File: src/rtl/scb_cmd_defines.vh
// Register offsets, field positions, codes and reset values of the command word block.
`ifndef SCB_CMD_DEFINES_VH
`define SCB_CMD_DEFINES_VH

// ----------------------------------------------------------------------------
// Register word indexes and byte addresses (index times four).
// ----------------------------------------------------------------------------
`define STATUS_WORD_IDX   8'h00
`define CMD_WORD_IDX      8'h02
`define GEN_PTR_IDX       8'h04
`define CU_BASE_IDX       8'h05
`define DUMP_ADDR_IDX     8'h06
`define UNIT_CTRL_IDX     8'h07
`define STATUS_WORD_ADDR  8'h00
`define CMD_WORD_ADDR     8'h08
`define GEN_PTR_ADDR      8'h10
`define CU_BASE_ADDR      8'h14
`define DUMP_ADDR_ADDR    8'h18
`define UNIT_CTRL_ADDR    8'h1C

// ----------------------------------------------------------------------------
// Command word fields.
// ----------------------------------------------------------------------------
`define MASK_HI           15
`define MASK_LO           10
`define SW_INT_BIT        9
`define GLOBAL_MASK_BIT   8
`define OP_HI             7
`define OP_LO             4
`define CMD_WORD_RESET    16'h0000

// ----------------------------------------------------------------------------
// Status word fields: six event flags, software flag, unit state.
// ----------------------------------------------------------------------------
`define STAT_CX_BIT       15
`define STAT_SW_BIT       10
`define STAT_CUS_HI       7
`define STAT_CUS_LO       6

// ----------------------------------------------------------------------------
// Command unit opcodes.
// ----------------------------------------------------------------------------
`define OP_NOP            4'h0
`define OP_START          4'h1
`define OP_RESUME         4'h2
`define OP_HPQ_START      4'h3
`define OP_LOAD_DUMP      4'h4
`define OP_DUMP           4'h5
`define OP_LOAD_BASE      4'h6

// ----------------------------------------------------------------------------
// Command unit states.
// ----------------------------------------------------------------------------
`define CUS_IDLE          2'h0
`define CUS_SUSP          2'h1
`define CUS_LPQ           2'h2
`define CUS_HPQ           2'h3

`endif

File: src/rtl/event_flags.v
// Sticky event flags with write-one-to-clear, where a set beats a clear.
`timescale 1ns/1ns
`default_nettype none
module event_flags (
  input  wire       aclk,
  input  wire       aresetn,
  input  wire [6:0] set_in,
  input  wire [6:0] clr_in,
  output wire [6:0] flags
);
  reg [6:0] flag_r;

  // ----------------------------------------------------------------------------
  // One flag per event source.
  // ----------------------------------------------------------------------------
  genvar i;
  generate
    for (i = 0; i < 7; i = i + 1) begin : g_flag
      // The flag holds until written with one; an event in that cycle wins.
      always @(posedge aclk) begin
        if (!aresetn)
          flag_r[i] <= 1'b0;
        else if (set_in[i])
          flag_r[i] <= 1'b1;
        else if (clr_in[i])
          flag_r[i] <= 1'b0;
      end
    end
  endgenerate

  assign flags = flag_r;
endmodule // event_flags
`default_nettype wire

File: src/rtl/cmd_unit_fsm.v
// Command unit state machine stepped by command opcodes and completion events.
`timescale 1ns/1ns
`include "scb_cmd_defines.vh"
`default_nettype none
module cmd_unit_fsm (
  input  wire       aclk,
  input  wire       aresetn,
  input  wire       op_valid,
  input  wire [3:0] op_code,
  input  wire       list_done,
  input  wire       list_suspend,
  output reg  [1:0] state_r,
  output wire       left_active
);
  localparam [1:0] S_IDLE = 2'b00;
  localparam [1:0] S_SUSP = 2'b01;
  localparam [1:0] S_LPQ  = 2'b10;
  localparam [1:0] S_HPQ  = 2'b11;

  reg [1:0] state_nxt;

  // Next state from the opcode or from the end of a list.
  always @* begin
    state_nxt = state_r;
    if (op_valid) begin
      case (op_code)
        `OP_START:     state_nxt = S_LPQ;
        `OP_HPQ_START: state_nxt = S_HPQ;
        `OP_RESUME: begin
          if (state_r == S_SUSP)
            state_nxt = S_LPQ;
        end
        default:       state_nxt = state_r;
      endcase
    end else if (state_r[1]) begin
      if (list_done)
        state_nxt = S_IDLE;
      else if (list_suspend)
        state_nxt = S_SUSP;
    end
  end

  // State register.
  always @(posedge aclk) begin
    if (!aresetn)
      state_r <= S_IDLE;
    else
      state_r <= state_nxt;
  end

  // Pulses one cycle as the unit drops out of an active state.
  assign left_active = state_r[1] & ~state_nxt[1];
endmodule // cmd_unit_fsm
`default_nettype wire

File: src/rtl/system_command_word.v
// Command word register block of the system control block behind an AXI4-Lite slave.
`timescale 1ns/1ns
`include "scb_cmd_defines.vh"
`default_nettype none
module system_command_word (
  input  wire        aclk,
  input  wire        aresetn,
  // AXI4-Lite slave.
  input  wire [7:0]  s_axi_awaddr,
  input  wire        s_axi_awvalid,
  output reg         s_axi_awready,
  input  wire [31:0] s_axi_wdata,
  input  wire [3:0]  s_axi_wstrb,
  input  wire        s_axi_wvalid,
  output reg         s_axi_wready,
  output reg  [1:0]  s_axi_bresp,
  output reg         s_axi_bvalid,
  input  wire        s_axi_bready,
  input  wire [7:0]  s_axi_araddr,
  input  wire        s_axi_arvalid,
  output reg         s_axi_arready,
  output reg  [31:0] s_axi_rdata,
  output reg  [1:0]  s_axi_rresp,
  output reg         s_axi_rvalid,
  input  wire        s_axi_rready,
  // Event inputs from the rest of the controller, one-cycle pulses.
  input  wire        cmd_done_ev,
  input  wire        rx_packet_done_ev,
  input  wire        rx_not_ready_ev,
  input  wire        early_rx_ev,
  input  wire        flow_pause_ev,
  input  wire        list_done,
  input  wire        list_suspend,
  // Command actions towards the command unit, unit state and interrupt line.
  output reg         cu_start_r,
  output reg         cu_resume_r,
  output reg         hpq_start_r,
  output reg         dump_req_r,
  output reg  [31:0] list_ptr_r,
  output reg  [31:0] dump_addr_r,
  output reg  [31:0] cu_base_r,
  output reg  [1:0]  cmd_unit_state,
  output reg         inta_n_r
);

  // --------------------------------------------------------------------------
  // Registers and wires.
  // --------------------------------------------------------------------------
  reg  [15:0] cmd_word_r;
  reg  [31:0] gen_ptr_r;
  reg  [7:0]  aw_addr_r;
  reg         aw_held_r;
  reg  [31:0] w_data_r;
  reg  [3:0]  w_strb_r;
  reg         w_held_r;
  reg         op_valid_r;
  reg  [3:0]  op_code_r;
  reg         sw_trig_r;
  reg  [6:0]  clr_r;
  wire [6:0]  flags;
  wire [1:0]  cu_state;
  wire        left_active;
  wire        wr_go;
  wire [7:0]  wr_idx;
  wire [15:0] cmd_rd;
  wire [15:0] stat_rd;
  wire [5:0]  src_pend;
  wire        irq_any;

  assign wr_go  = aw_held_r & w_held_r & ~s_axi_bvalid;
  assign wr_idx = {2'b00, aw_addr_r[7:2]};

  // --------------------------------------------------------------------------
  // Write channel: address and data taken in either order.
  // --------------------------------------------------------------------------
  always @(posedge aclk) begin
    if (!aresetn) begin
      s_axi_awready <= 1'b0;
      s_axi_wready  <= 1'b0;
      s_axi_bvalid  <= 1'b0;
      s_axi_bresp   <= 2'b00;
      aw_held_r     <= 1'b0;
      w_held_r      <= 1'b0;
      aw_addr_r     <= 8'h00;
      w_data_r      <= 32'h0000_0000;
      w_strb_r      <= 4'h0;
    end else begin
      s_axi_awready <= ~aw_held_r & ~s_axi_awready & s_axi_awvalid;
      s_axi_wready  <= ~w_held_r & ~s_axi_wready & s_axi_wvalid;
      if (s_axi_awvalid & s_axi_awready) begin
        aw_held_r <= 1'b1;
        aw_addr_r <= s_axi_awaddr;
      end
      if (s_axi_wvalid & s_axi_wready) begin
        w_held_r <= 1'b1;
        w_data_r <= s_axi_wdata;
        w_strb_r <= s_axi_wstrb;
      end
      if (wr_go) begin
        aw_held_r    <= 1'b0;
        w_held_r     <= 1'b0;
        s_axi_bvalid <= 1'b1;
        case (wr_idx)
          `STATUS_WORD_IDX, `CMD_WORD_IDX, `GEN_PTR_IDX,
          `CU_BASE_IDX, `DUMP_ADDR_IDX: s_axi_bresp <= 2'b00;
          default:                      s_axi_bresp <= 2'b10;
        endcase
      end else if (s_axi_bvalid & s_axi_bready) begin
        s_axi_bvalid <= 1'b0;
      end
    end
  end

  // --------------------------------------------------------------------------
  // Register writes, opcode decode and flag clears.
  // --------------------------------------------------------------------------
  always @(posedge aclk) begin
    if (!aresetn) begin
      cmd_word_r <= `CMD_WORD_RESET;
      gen_ptr_r  <= 32'h0000_0000;
      op_valid_r <= 1'b0;
      op_code_r  <= `OP_NOP;
      sw_trig_r  <= 1'b0;
      clr_r      <= 7'h00;
    end else begin
      op_valid_r <= 1'b0;
      sw_trig_r  <= 1'b0;
      clr_r      <= 7'h00;
      if (wr_go) begin
        case (wr_idx)
          `CMD_WORD_IDX: begin
            if (w_strb_r[1]) begin
              cmd_word_r[15:10]             <= w_data_r[15:10];
              cmd_word_r[`GLOBAL_MASK_BIT]  <= w_data_r[8];
              sw_trig_r                     <= w_data_r[9];
            end
            if (w_strb_r[0]) begin
              op_valid_r <= 1'b1;
              op_code_r  <= w_data_r[`OP_HI:`OP_LO];
              cmd_word_r[7:0] <= w_data_r[7:0];
            end
          end
          `STATUS_WORD_IDX: begin
            if (w_strb_r[1])
              clr_r <= {w_data_r[15:12], 1'b0, w_data_r[8], w_data_r[10]};
            if (w_strb_r[1] & w_data_r[9])
              clr_r[2] <= 1'b1;
          end
          `GEN_PTR_IDX: begin
            if (w_strb_r[0]) gen_ptr_r[7:0]   <= w_data_r[7:0];
            if (w_strb_r[1]) gen_ptr_r[15:8]  <= w_data_r[15:8];
            if (w_strb_r[2]) gen_ptr_r[23:16] <= w_data_r[23:16];
            if (w_strb_r[3]) gen_ptr_r[31:24] <= w_data_r[31:24];
          end
          default: begin
            op_valid_r <= 1'b0;
          end
        endcase
      end
    end
  end

  // --------------------------------------------------------------------------
  // Command pulses decoded from the latched opcode; pointer loads taken from the general pointer.
  // --------------------------------------------------------------------------
  always @(posedge aclk) begin
    if (!aresetn) begin
      cu_start_r  <= 1'b0;
      cu_resume_r <= 1'b0;
      hpq_start_r <= 1'b0;
      dump_req_r  <= 1'b0;
      list_ptr_r  <= 32'h0000_0000;
      dump_addr_r <= 32'h0000_0000;
      cu_base_r   <= 32'h0000_0000;
    end else begin
      cu_start_r  <= op_valid_r & (op_code_r == `OP_START);
      hpq_start_r <= op_valid_r & (op_code_r == `OP_HPQ_START);
      cu_resume_r <= op_valid_r & (op_code_r == `OP_RESUME) &
                     (cu_state == `CUS_SUSP);
      dump_req_r  <= op_valid_r & (op_code_r == `OP_DUMP);
      if (op_valid_r & ((op_code_r == `OP_START) | (op_code_r == `OP_HPQ_START)))
        list_ptr_r <= gen_ptr_r;
      if (op_valid_r & (op_code_r == `OP_LOAD_DUMP))
        dump_addr_r <= gen_ptr_r;
      if (op_valid_r & (op_code_r == `OP_LOAD_BASE))
        cu_base_r <= gen_ptr_r;
    end
  end

  // --------------------------------------------------------------------------
  // Command unit state and sticky flags.
  // --------------------------------------------------------------------------
  cmd_unit_fsm u_fsm (
    .aclk         (aclk),
    .aresetn      (aresetn),
    .op_valid     (op_valid_r),
    .op_code      (op_code_r),
    .list_done    (list_done),
    .list_suspend (list_suspend),
    .state_r      (cu_state),
    .left_active  (left_active)
  );

  // Flag order: cx, fr, cna, rnr, er, fcp, software.
  event_flags u_flags (
    .aclk    (aclk),
    .aresetn (aresetn),
    .set_in  ({cmd_done_ev, rx_packet_done_ev, left_active, rx_not_ready_ev,
               early_rx_ev, flow_pause_ev, sw_trig_r}),
    .clr_in  (clr_r),
    .flags   (flags)
  );

  // --------------------------------------------------------------------------
  // Interrupt line, registered and active low.
  // --------------------------------------------------------------------------
  assign src_pend = flags[6:1] & ~cmd_word_r[`MASK_HI:`MASK_LO];
  assign irq_any  = (|src_pend) | flags[0];

  always @(posedge aclk) begin
    if (!aresetn) begin
      inta_n_r       <= 1'b1;
      cmd_unit_state <= `CUS_IDLE;
    end else begin
      inta_n_r       <= ~(irq_any & ~cmd_word_r[`GLOBAL_MASK_BIT]);
      cmd_unit_state <= cu_state;
    end
  end

  // --------------------------------------------------------------------------
  // Read channel.
  // --------------------------------------------------------------------------
  assign cmd_rd  = {cmd_word_r[15:10], 1'b0, cmd_word_r[8:0]};
  assign stat_rd = {flags[6:3], 1'b0, flags[0], flags[2], flags[1], cu_state, 6'h00};

  always @(posedge aclk) begin
    if (!aresetn) begin
      s_axi_arready <= 1'b0;
      s_axi_rvalid  <= 1'b0;
      s_axi_rdata   <= 32'h0000_0000;
      s_axi_rresp   <= 2'b00;
    end else begin
      s_axi_arready <= ~s_axi_arready & ~s_axi_rvalid & s_axi_arvalid;
      if (s_axi_arvalid & s_axi_arready) begin
        s_axi_rvalid <= 1'b1;
        s_axi_rresp  <= 2'b00;
        case (s_axi_araddr)
          `STATUS_WORD_ADDR: s_axi_rdata <= {16'h0000, stat_rd};
          `CMD_WORD_ADDR:    s_axi_rdata <= {16'h0000, cmd_rd};
          `GEN_PTR_ADDR:     s_axi_rdata <= gen_ptr_r;
          `CU_BASE_ADDR:     s_axi_rdata <= cu_base_r;
          `DUMP_ADDR_ADDR:   s_axi_rdata <= dump_addr_r;
          default: begin
            s_axi_rdata <= 32'h0000_0000;
            s_axi_rresp <= 2'b10;
          end
        endcase
      end else if (s_axi_rvalid & s_axi_rready) begin
        s_axi_rvalid <= 1'b0;
      end
    end
  end

endmodule // system_command_word
`default_nettype wire

File: config.mk
export PLATFORM = sky130hd
export DESIGN_NAME = system_command_word
export DESIGN_NICKNAME = d
export VERILOG_FILES = /design/src/rtl/event_flags.v /design/src/rtl/cmd_unit_fsm.v /design/src/rtl/system_command_word.v
export VERILOG_INCLUDE_DIRS = /design/src /design/src/rtl
export SDC_FILE = /design/constraint.sdc
export NUM_CORES = 1
export LEC_CHECK = 0
export BUFFER_PORTS_ARGS = -buffer_cell sky130_fd_sc_hd__buf_2
export CAP_MARGIN = 30
export CORE_ASPECT_RATIO = 0.6
export CORE_MARGIN = 8
export CORE_UTILIZATION = 49
export DETAILED_ROUTE_END_ITERATION = 16
export PLACE_DENSITY = 0.76
export SLEW_MARGIN = 5
export SYNTH_ARGS = -nofsm -noshare
export SYNTH_HDL_FRONTEND = slang
export SYNTH_HIERARCHICAL = 1
export SYNTH_SLANG_ARGS = --single-unit
export TNS_END_PERCENT = 20
File: constraint.sdc
create_clock -name aclk -period 1.7 [get_ports aclk]
set_input_delay 0 -clock aclk [delete_from_list [all_inputs] [get_ports aclk]]
set_output_delay 0 -clock aclk [all_outputs]
set_load 0.01 [all_outputs]
# [Word level (Yosys, flattened, before mapping)]
# Cells that the tools add are included.
[totals] reg_bits=259 inputBits=66 output_inout_bits=144 wordCells=155
[op_classes] n_eq_ne=17 muxes=29 bitwise_logic=39 n_reduce_logical=28
[ops] operator="32-bit one-hot mux with 5 select lines" count=1
[ops] operator="1-bit bitwise AND" count=24
[ops] operator="8-bit by 5-bit equality test with 1-bit output, second input constant" count=3
[ops] operator="3-bit AND reduction" count=8
[ops] operator="1-bit two-way mux" count=20
[ops] operator="2-bit nonzero test" count=10
[ops] operator="6-bit by 3-bit equality test with 1-bit output, second input constant" count=3
[ops] operator="8-bit zero test" count=2
[ops] operator="2-bit two-way mux" count=7
[ops] operator="4-bit by 3-bit equality test with 1-bit output, second input constant" count=3
[ops] operator="4-bit AND reduction" count=3
[ops] operator="1-bit inverter" count=11
[ops] operator="5-bit OR reduction" count=2
[ops] operator="4-bit by 2-bit equality test with 1-bit output, second input constant" count=2
[ops] operator="8-bit by 4-bit equality test with 1-bit output, second input constant" count=1
[ops] operator="6-bit bitwise AND" count=1
[ops] operator="6-bit by 2-bit equality test with 1-bit output, second input constant" count=1
[ops] operator="6-bit inverter" count=1
[ops] operator="2-bit one-hot mux with 3 select lines" count=1
[ops] operator="6-bit OR reduction" count=1
[ops] operator="4-bit by 1-bit equality test with 1-bit output, second input constant" count=1
[ops] operator="4-bit by 1-bit inequality test with 1-bit output, second input constant" count=1
[ops] operator="3-bit by 2-bit inequality test with 1-bit output, second input constant" count=1
[ops] operator="3-bit nonzero test" count=1
[ops] operator="3 further kinds" count=4

# [Logic depth before layout (Yosys ltp)]
# Gate-level depths: netlist of the first run.
[depth] depth_word=7 ltp_mapped=7

# [Modules after synthesis]
# Netlist of the first run, hierarchy kept.
[modules_own_cells] module="system_command_word" instances=1 cells_per_inst=1120 area_per_inst_um2=9739.3
[modules_own_cells] module="event_flags" instances=1 cells_per_inst=21 area_per_inst_um2=236.5
[modules_own_cells] module="cmd_unit_fsm" instances=1 cells_per_inst=18 area_per_inst_um2=143.9

# [Worst setup path after synthesis of the first run]
# Ideal clock, no wire load.
[synth_timing] path_kind="register -> register" startpoint="register s_axi_bvalid" endpoint="register gen_ptr_r[10]" setup_time_ps=116 t_arrival_ps=1649 path_slack_ps=-65 path_stages_with_launch=5 cell_sequence="dfxtp_1 > nand3b_1 > nor4_4 > mux2i_1 > nor2b_1"
[synth_via] elab_chain_len=3
[synth_rtl] item="start, declared" line="system_command_word.v:17" text="output reg s_axi_bvalid,"
[synth_rtl] item="start signal, assigned" line="system_command_word.v:80" text="s_axi_bvalid <= 1'b0;"
[synth_rtl] item="start signal, assigned" line="system_command_word.v:102" text="s_axi_bvalid <= 1'b1;"
[synth_rtl] item="start signal, assigned" line="system_command_word.v:109" text="s_axi_bvalid <= 1'b0;"
[synth_rtl] item="1-bit inverter" line="system_command_word.v:70" text="assign wr_go = aw_held_r & w_held_r & ~s_axi_bvalid;"
[synth_rtl] item="1-bit bitwise AND" line="system_command_word.v:70"
[synth_rtl] item="3-bit AND reduction (no source line)"
[synth_rtl] item="end signal, assigned" line="system_command_word.v:151" text="if (w_strb_r[1]) gen_ptr_r[15:8] <= w_data_r[15:8];"
[synth_rtl] item="end, declared" line="system_command_word.v:50" text="reg [31:0] gen_ptr_r;"
# Every way passes these cells.
# A chain may end at the register's enable or synchronous reset.

# [Worst setup path after layout of the first run]
[layout_timing] startpoint="register aw_addr_r[7]" endpoint="register gen_ptr_r[15]"
[layout_via] elab_chain_len=2
[layout_rtl] item="start, declared" line="system_command_word.v:51" text="reg [7:0] aw_addr_r;"
[layout_rtl] item="start signal, assigned" line="system_command_word.v:92" text="aw_addr_r <= s_axi_awaddr;"
[layout_rtl] item="6-bit by 3-bit equality test with 1-bit output" line="system_command_word.v:130" text="case (wr_idx)"
[layout_rtl] item="3-bit AND reduction (no source line)"
# Every way passes these cells.

==> impl_metrics.tcl, run 1 <==
set metrics [dict create \
    status "finished, final reports clean" \
    number_of_setup_buffers_added_after_cts 0 \
    design.final.nets 1492 \
    numPortBuffers 205 \
    cap_violations 0 \
    grt_antenna_before_repair 0 \
    yosys-mux-area-fraction 0.06738 \
    globalRouteOverflowTotal 0 \
    worstPathCellList "or3_4, nor4_4, buf_12, mux2i_2, nor2b_1" \
    top_level_ports 210 \
    cp_slowest_stage_delay_ns 0.44 \
    max-clock-path-buffers 3 \
    power.ir.vdd_worst_v 0.0006407 \
    postSynth.topFlopCell "sky130_fd_sc_hd__dfxtp_1" \
    rsz_0062_raised_after_global_routing "false" \
    initial_core_utilization 0.5030 \
    yosysWarningCount 6 \
    vias 9202 \
    met3_length_um 2829 \
    antenna_left 0 \
    max_slew_margin 0.6593 \
    ys_async_sr_fraction 0 \
    power_per_cell_area_mw_per_mm2 893.6 \
    remaining_drc_errors 0 \
    root_buffer "sky130_fd_sc_hd__clkbuf_16" \
    min_to "s_axi_rdata[14]" \
    slew_viol_final 0 \
    hold_viol_final 0 \
    synth_simple_gate_area_frac 0.2233 \
    setup.worst_path.end_class "register" \
    ys_ff_latch 251 \
    cts.sinks 251 \
    synth_compound_area_frac 0.1777 \
    start_kind "register" \
    overall_track_demand_over_capacity_in_global_routing 0.2363 \
    htree_num_levels 1 \
    post_drt_via_cell_ratio 5.362 \
    r2r_cells 5 \
    antenna-diode-count 0 \
    placeable_area_mm2 0.02012 \
    path_max_fanout 8 \
    tritoncts_clock_tree "done" \
    detailed_route_wire_length_per_cell_um 18.56 \
    tightest_slew_ns 0.5110 \
    layout-drive-gt1-share 0.2204 \
    r2r_setup_slack_ns 0.09 \
    finalSetupViolations 0 \
    numPlacedInstances 1608 \
    grt_start_max_net_pins 118 \
    main_combinational_cell_family_by_area_after_synthesis "simple AND/OR/NAND/NOR gates" \
    die_height_um 127.3 \
    synth.cell_area_mm2 0.01012 \
    hold_start "s_axi_araddr[2]" \
    post_synth_fa_ha_maj_area_fraction 0 \
    synth_cells 1159 \
    worstPathRequired_ns 2.11 \
    worst_ep_arrival_time_ns 2.02 \
    route.final.wire_length_um 31850 \
    hp-class "input pin to register" \
    synth_enable_flop_cells 0 \
    worst_setup_skew_after_layout_ns 0.01818 \
    timing.rr.end "gen_ptr_r[15]" \
    area_growth_pct 29.83 \
    finish.cell_count_without_fillers 1716 \
    violation_count_after_the_first_detailed_route_iteration 812 \
    clock.fmax_mhz 621.2 \
    grt_pass1_wl_um 49350 \
    power.leakage_nw 5.135 \
    maxUsedRoutingLayer "met4" \
    avg_inst_size_synth_um2 8.731 \
    hold_depth 4 \
    critical-path-slowest-cell "sky130_fd_sc_hd__or3_4" \
    synth_seq_area_share 0.4965 \
    tritoncts.num_buffers 23 \
    final_util 0.6530 \
    hpwl_after_detailed_placement_um 22770 \
    detail_route.wirelength.met1_um 15110 \
    dieArea_mm2 0.02566 \
    fillCellCount 1743 \
    timing_worst_setup_path_type "register to register" \
    clkLatencyLatePin_ns 0.52 \
    drt_pass1_iterations 5 \
    die_boundary_width_um 201.5 \
    last_weighted_congestion_value_of_the_routability_driven_placer 0.8946 \
    synth-xor-area-share 0 \
    path_clk_slew_ns 0.07 \
    yosys.cell_types.count 56 \
    timing.rr.start "aw_addr_r[7]" \
    period_minus_slack_ns 1.610 \
    core.rowCount 40 \
    wl_met2_um 13440 \
    timing.final.crit_share 0.9470 \
    first_global_vias 8740 \
]
## per-stage QoR
step	total power, W	hold WS [ns]	setup TNS, ns	worst slack, ns	instance area [um^2]
2_1_floorplan	0.006420	0.1175	-1.508	-0.06283	10120
3_3_place_gp	0.006639	0.2121	0	0.01344	11700
3_5_place_dp	0.006649	0.2158	-0.1554	-0.03398	11700
4_1_cts	0.01178	0.008132	0	0.05590	13100
5_1_grt	0.01210	0.03347	0	0.007699	13140
6_report	0.01174	0.02584	0	0.09016	13140
## cells in the final DEF (no fill, tap or decap), types with 4 or more instances in the layout
master                            n
sky130_fd_sc_hd__nand3_1         24
sky130_fd_sc_hd__clkbuf_8         5
sky130_fd_sc_hd__nand4_1          5
sky130_fd_sc_hd__and2_1          15
sky130_fd_sc_hd__nor2_1          29
sky130_fd_sc_hd__a31oi_1          5
sky130_fd_sc_hd__buf_12          11
sky130_fd_sc_hd__o21ai_0         50
sky130_fd_sc_hd__buf_4           39
sky130_fd_sc_hd__nor3b_1          4
sky130_fd_sc_hd__a22oi_1          8
sky130_fd_sc_hd__nor3_1           7
sky130_fd_sc_hd__nand2b_1         5
sky130_fd_sc_hd__and3_1           8
sky130_fd_sc_hd__nor2b_1         45
sky130_fd_sc_hd__clkbuf_16       23
sky130_fd_sc_hd__dfxtp_1        250
sky130_fd_sc_hd__nand3b_1         4
sky130_fd_sc_hd__buf_2          204
sky130_fd_sc_hd__a22o_1           6
sky130_fd_sc_hd__nand2_1        317
sky130_fd_sc_hd__o21a_1           7
sky130_fd_sc_hd__a21boi_0       140
sky130_fd_sc_hd__nor4_1           4
sky130_fd_sc_hd__a21oi_1         33
sky130_fd_sc_hd__clkinv_2         5
sky130_fd_sc_hd__mux2i_1         57
sky130_fd_sc_hd__dlygate4sd3_1   66
sky130_fd_sc_hd__inv_1            7
sky130_fd_sc_hd__clkbuf_1         6
## layout make-up
| type | instances | area, um^2 | share of cell area |
|---|---|---|---|
| Sequential cell | 251 | 5026 | 0.3825 |
| Multi-Input combinational cell | 821 | 4790 | 0.3645 |
| Timing Repair Buffer | 322 | 2217 | 0.1687 |
| Clock buffer | 34 | 666.9 | 0.05076 |
| Tap cell | 273 | 341.6 | 0.02600 |
| Clock inverter | 8 | 71.32 | 0.005428 |
| Inverter | 7 | 26.28 | 0.002000 |
## cells by family (layout without fill, tap and decap cells)
logic type | after synthesis | in the layout
buf+inv | 88 | 371
other cells | 1 | 2
compound gates | 264 | 264
simple gates | 491 | 491
mux | 64 | 64
flops | 251 | 251
## timing repair
item                       in CTS  in global routing
hold endpoints to repair       56                  0
hold buffers                   66                  0
setup endpoints to repair      25                 47
gates resized for setup         2                  7
## state kept, by name (all words and copies together) (netlist names), 2 cells and up
signal,flops
cu_base_r,32
dump_addr_r,32
gen_ptr_r,32
list_ptr_r,32
s_axi_rdata,32
w_data_r,32
cmd_word_r,15
clr_r,7
u_flags/flags,7
aw_addr_r,6
w_strb_r,4
cmd_unit_state,2
u_fsm/state_r,2
## Yosys cell counts (9+ instances only)
cell type / number / area, um^2
sky130_fd_sc_hd__dfxtp_1: 251 / 5025
sky130_fd_sc_hd__nand3_1: 24 / 120.1
sky130_fd_sc_hd__clkbuf_1: 69 / 259.0
sky130_fd_sc_hd__nor2b_1: 45 / 281.5
sky130_fd_sc_hd__nand2_1: 317 / 1190
sky130_fd_sc_hd__o21ai_0: 50 / 250.2
sky130_fd_sc_hd__a21oi_1: 33 / 165.2
sky130_fd_sc_hd__and2_1: 15 / 93.84
sky130_fd_sc_hd__nor2_1: 29 / 108.9
sky130_fd_sc_hd__nor3_1: 9 / 45.04
sky130_fd_sc_hd__mux2i_1: 58 / 580.6
sky130_fd_sc_hd__a21boi_0: 140 / 1051
## critical path: cells and delay by family (launching register included)
kind          cells  cell delay [ns]
mux               1             0.20
flops             1             0.31
simple gates      3             0.81
buf+inv           1             0.17
## per-layer routing
layer	up-vias	GRT usage
met3	35	0.05376
li1	4465	-
met4	0	0.04750
met2	349	0.3490
met1	4353	0.3468
met5	-	0
## where the power goes
group          leakage (nW)  total, W  internal [W]  switching (W)
Sequential             2.03   0.00599       0.00594      0.0000488
Combinational          2.74  0.000658      0.000329       0.000329
Clock                 0.365   0.00510       0.00288        0.00222
Total                  5.14    0.0117       0.00915        0.00260
## worst max-delay path by stage
stage / startpoint / endpoint / slack [ns] / cells past startpoint
after global routing: aw_addr_r[7] / gen_ptr_r[18] / 0.008 / 5
final: aw_addr_r[7] / gen_ptr_r[15] / 0.09 / 5
after CTS: s_axi_arready / s_axi_rdata[27] / 0.06 / 5
after global placement: aw_addr_r[7] / gen_ptr_r[21] / 0.01 / 5
after floorplan: aw_addr_r[7] / gen_ptr_r[10] / -0.06 / 5
after detailed placement: aw_addr_r[7] / gen_ptr_r[18] / -0.03 / 5
Power figures use the tool's default switching activity.
==> run 2, diff against run 1 <==
--- a/config.mk
+++ b/config.mk
@@ -6,13 +6,14 @@
 export SDC_FILE = /design/constraint.sdc
 export NUM_CORES = 1
 export LEC_CHECK = 0
+export ABC_AREA = 1
 export BUFFER_PORTS_ARGS = -buffer_cell sky130_fd_sc_hd__buf_2
 export CAP_MARGIN = 30
 export CORE_ASPECT_RATIO = 0.6
 export CORE_MARGIN = 8
 export CORE_UTILIZATION = 49
 export DETAILED_ROUTE_END_ITERATION = 16
-export PLACE_DENSITY = 0.76
+export PLACE_DENSITY = 0.77
 export SLEW_MARGIN = 5
 export SYNTH_ARGS = -nofsm -noshare
 export SYNTH_HDL_FRONTEND = slang
==> run 2 against run 1 <==
Global-route usage grew 0.49 points; die area shrank 2.2%; critical endpoint is now cmd_word_r[3]; sequential power is essentially flat; first-iteration DRC count grew 6.3%; design area shrank 4.1%; total power grew 4.4%; synthesized cell count grew 11%.
==> impl_metrics.tcl, run 2 <==
set metrics [dict create \
    slew_viol_final 0 \
    critical-path-top-delay-family "simple AND/OR/NAND/NOR gates" \
    route.final.wire_length_um 31830 \
    placeable_area_mm2 0.01987 \
    drt_pass1_iterations 7 \
    rsz_0062_raised_after_global_routing "true" \
    worst_ep_arrival_time_ns 2.04 \
    root_buffer "sky130_fd_sc_hd__clkbuf_16" \
    postLayoutSetupSlackWorst_ns 0.09615 \
    finalPower_w 0.01226 \
    initial_core_utilization 0.4970 \
    layout.cells.most_common "sky130_fd_sc_hd__dfxtp_1" \
    hold_start "s_axi_araddr[0]" \
    synth_enable_flop_cells 0 \
    tightest_slew_ns 0.5903 \
    r2r_cells 5 \
    design.final.nets 1592 \
    use_met2 0.3345 \
    core.rowCount 40 \
    clock.fmax_mhz 623.5 \
    area_growth_pct 27.57 \
    critical-path-slowest-cell "sky130_fd_sc_hd__nor3_4" \
    post_drt_via_cell_ratio 5.264 \
    synth_cells 1282 \
    period_minus_slack_ns 1.604 \
    antenna-diode-count 0 \
    cp_slowest_stage_delay_ns 0.45 \
    avg_inst_size_synth_um2 7.702 \
    numPortBuffers 205 \
    timing_worst_setup_path_type "register to register" \
    hp-class "input pin to register" \
    worstPathCellList "nor2_1, nand3_4, nor3_4, o21ai_0, a21oi_1" \
    tritoncts.num_buffers 24 \
    dieArea_mm2 0.02510 \
    max_slew_margin 0.6065 \
    grt_most_used_layer "met1" \
    last_weighted_congestion_value_of_the_routability_driven_placer 0.9050 \
    globalRouteOverflowTotal 0 \
    globalRouteMet1Util 0.3623 \
    worstPathRequired_ns 2.14 \
    status "finished, final reports clean" \
    finalSetupViolations 0 \
    number_of_setup_buffers_added_after_cts 0 \
    timing.rr.end "cmd_word_r[3]" \
    start_kind "register" \
    power.leakage_nw 5.506 \
    hold_depth 6 \
    layout_common_cells "sky130_fd_sc_hd__dfxtp_1, sky130_fd_sc_hd__o21ai_0, sky130_fd_sc_hd__buf_2, sky130_fd_sc_hd__a21oi_1, sky130_fd_sc_hd__nor2_1" \
    timing.rr.start "aw_addr_r[5]" \
    layout-drive-gt1-share 0.2105 \
    min_to "s_axi_rdata[14]" \
    synth.cell_area_mm2 0.009874 \
    finish.cell_count_without_fillers 1817 \
    synth_top_area_cell "sky130_fd_sc_hd__dfxtp_1" \
    hold_viol_final 0 \
    hpwl_after_detailed_placement_um 22250 \
    critPathBufInv 0 \
    power_per_cell_area_mw_per_mm2 973.5 \
    die_height_um 126.0 \
    ys_async_sr_fraction 0 \
    grt_util_met3 0.06729 \
    tritoncts_clock_tree "done" \
    synth_common_cells "sky130_fd_sc_hd__dfxtp_1, sky130_fd_sc_hd__o21ai_0, sky130_fd_sc_hd__a21oi_1, sky130_fd_sc_hd__nor2_1, sky130_fd_sc_hd__nand2_1" \
    library_cell_with_the_highest_instance_count_after_synthesis "sky130_fd_sc_hd__dfxtp_1" \
    worst_setup_skew_after_layout_ns 0.01364 \
    violation_count_after_the_first_detailed_route_iteration 863 \
    ys_top_cells_by_area "sky130_fd_sc_hd__dfxtp_1, sky130_fd_sc_hd__o21ai_0, sky130_fd_sc_hd__a21oi_1" \
    grt_antenna_before_repair 0 \
    vias 9564 \
    cts.sinks 251 \
    clkLatencyLatePin_ns 0.52 \
    htree_num_levels 1 \
    top_level_ports 210 \
    remaining_drc_errors 0 \
    timing.final.crit_share 0.9434 \
    max-clock-path-buffers 3 \
    pre_cts_ws_ns 0.1769 \
    first_global_vias 8644 \
    timing.hold.ws_ns 0.1200 \
    grt_pass1_wl_um 48660 \
    power.ir.vdd_worst_v 0.0007216 \
    cap_violations 0 \
    overall_track_demand_over_capacity_in_global_routing 0.2412 \
    path_max_fanout 16 \
    numPlacedInstances 1709 \
    yosys.cell_types.count 37 \
    detailed_route_wire_length_per_cell_um 17.52 \
    r2r_setup_slack_ns 0.1 \
    die_boundary_width_um 199.3 \
    postSynth.topFlopCell "sky130_fd_sc_hd__dfxtp_1" \
    antenna_left 0 \
    yosysWarningCount 6 \
    area_fraction_of_the_dominant_cell_type_after_synthesis 0.5089 \
    synth_seq_area_share 0.5089 \
    grt_start_max_net_pins 77 \
    setup.worst_path.end_class "register" \
    path_clk_slew_ns 0.07 \
    ys_ff_latch 251 \
]
-- run 2: cell count changes after synthesis, moves of 45 or more --
cell | before | now
sky130_fd_sc_hd__o21ai_0 | 50 | 208
sky130_fd_sc_hd__a21oi_1 | 33 | 165
sky130_fd_sc_hd__mux2i_1 | 58 | 0
sky130_fd_sc_hd__a21boi_0 | 140 | 0
sky130_fd_sc_hd__nand3_1 | 24 | 74
sky130_fd_sc_hd__nor2_1 | 29 | 165
sky130_fd_sc_hd__nor2b_1 | 45 | 0
sky130_fd_sc_hd__inv_1 | 7 | 116
sky130_fd_sc_hd__nand2_1 | 317 | 153
-- run 2: kinds of logic (layout without fill, tap and decap cells) --
kind of cell / Yosys count / after routing / synth area share
AO/OA/AOI/OAI: 388 / 388 / 0.2006
buffers and inverters: 201 / 462 / 0.08844
flip-flops: 251 / 251 / 0.5089
other: 1 / 2 / 0.0003798
AND/OR/NAND/NOR: 441 / 441 / 0.2017
-- run 2: where the power goes --
| part | switching [W] | internal (W) | leakage, nW |
|---|---|---|---|
| Clock | 0.00229 | 0.00329 | 0.416 |
| Combinational | 0.000395 | 0.000287 | 3.06 |
| Sequential | 0.0000421 | 0.00596 | 2.03 |
-- run 2: cell type report --
class	instances	area (um^2)
timing repair buffer	294	1932
sequential	251	5026
fill	1752	7272
inverter	124	469.2
tap	273	341.6
multi-input combinational	831	3993
clock buffer	33	725.7
clock inverter	11	110.1
-- run 2: how the worst max path moves through the flow --
stage	startpoint	endpoint	slack, ns	cells past startpoint
floorplan	cmd_word_r[5]	cu_base_r[19]	0.41	8
global placement	aw_addr_r[5]	cmd_word_r[6]	0.24	5
detailed placement	aw_addr_r[5]	cmd_word_r[0]	0.18	5
CTS	op_valid_r	u_fsm/state_r[0]	0.04	6
global route	aw_addr_r[3]	cmd_word_r[3]	-0.06	6
finish	aw_addr_r[5]	cmd_word_r[3]	0.1	5
-- run 2: metrics by stage --
stage	TNS, ns	util	cell area (um^2)
after global routing	-0.09341	0.6340	12600
after CTS	0	0.6337	12590
after global placement	0	0.5594	11110
after detailed placement	0	0.5594	11110
after floorplan	0	-	9878
final	0	0.6340	12600
-- run 2: worst min-delay path, delay by kind of cell --
kind | cells | cell delay [ns]
AO/OA/AOI/OAI | 2 | 0.21
AND/OR/NAND/NOR | 3 | 0.28
buffers and inverters | 1 | 0.09
-- run 2: metal layers --
layer  share of wire  wire, um
met5               0         0
met4           0.017       545
met3            0.13      4131
met2            0.40     12740
met1            0.45     14420
-- run 2: repair_timing --
item,CTS,global route
hold endpoints to repair,56,0
setup endpoints to repair,0,6
resized for setup,0,2
hold buffers,64,0
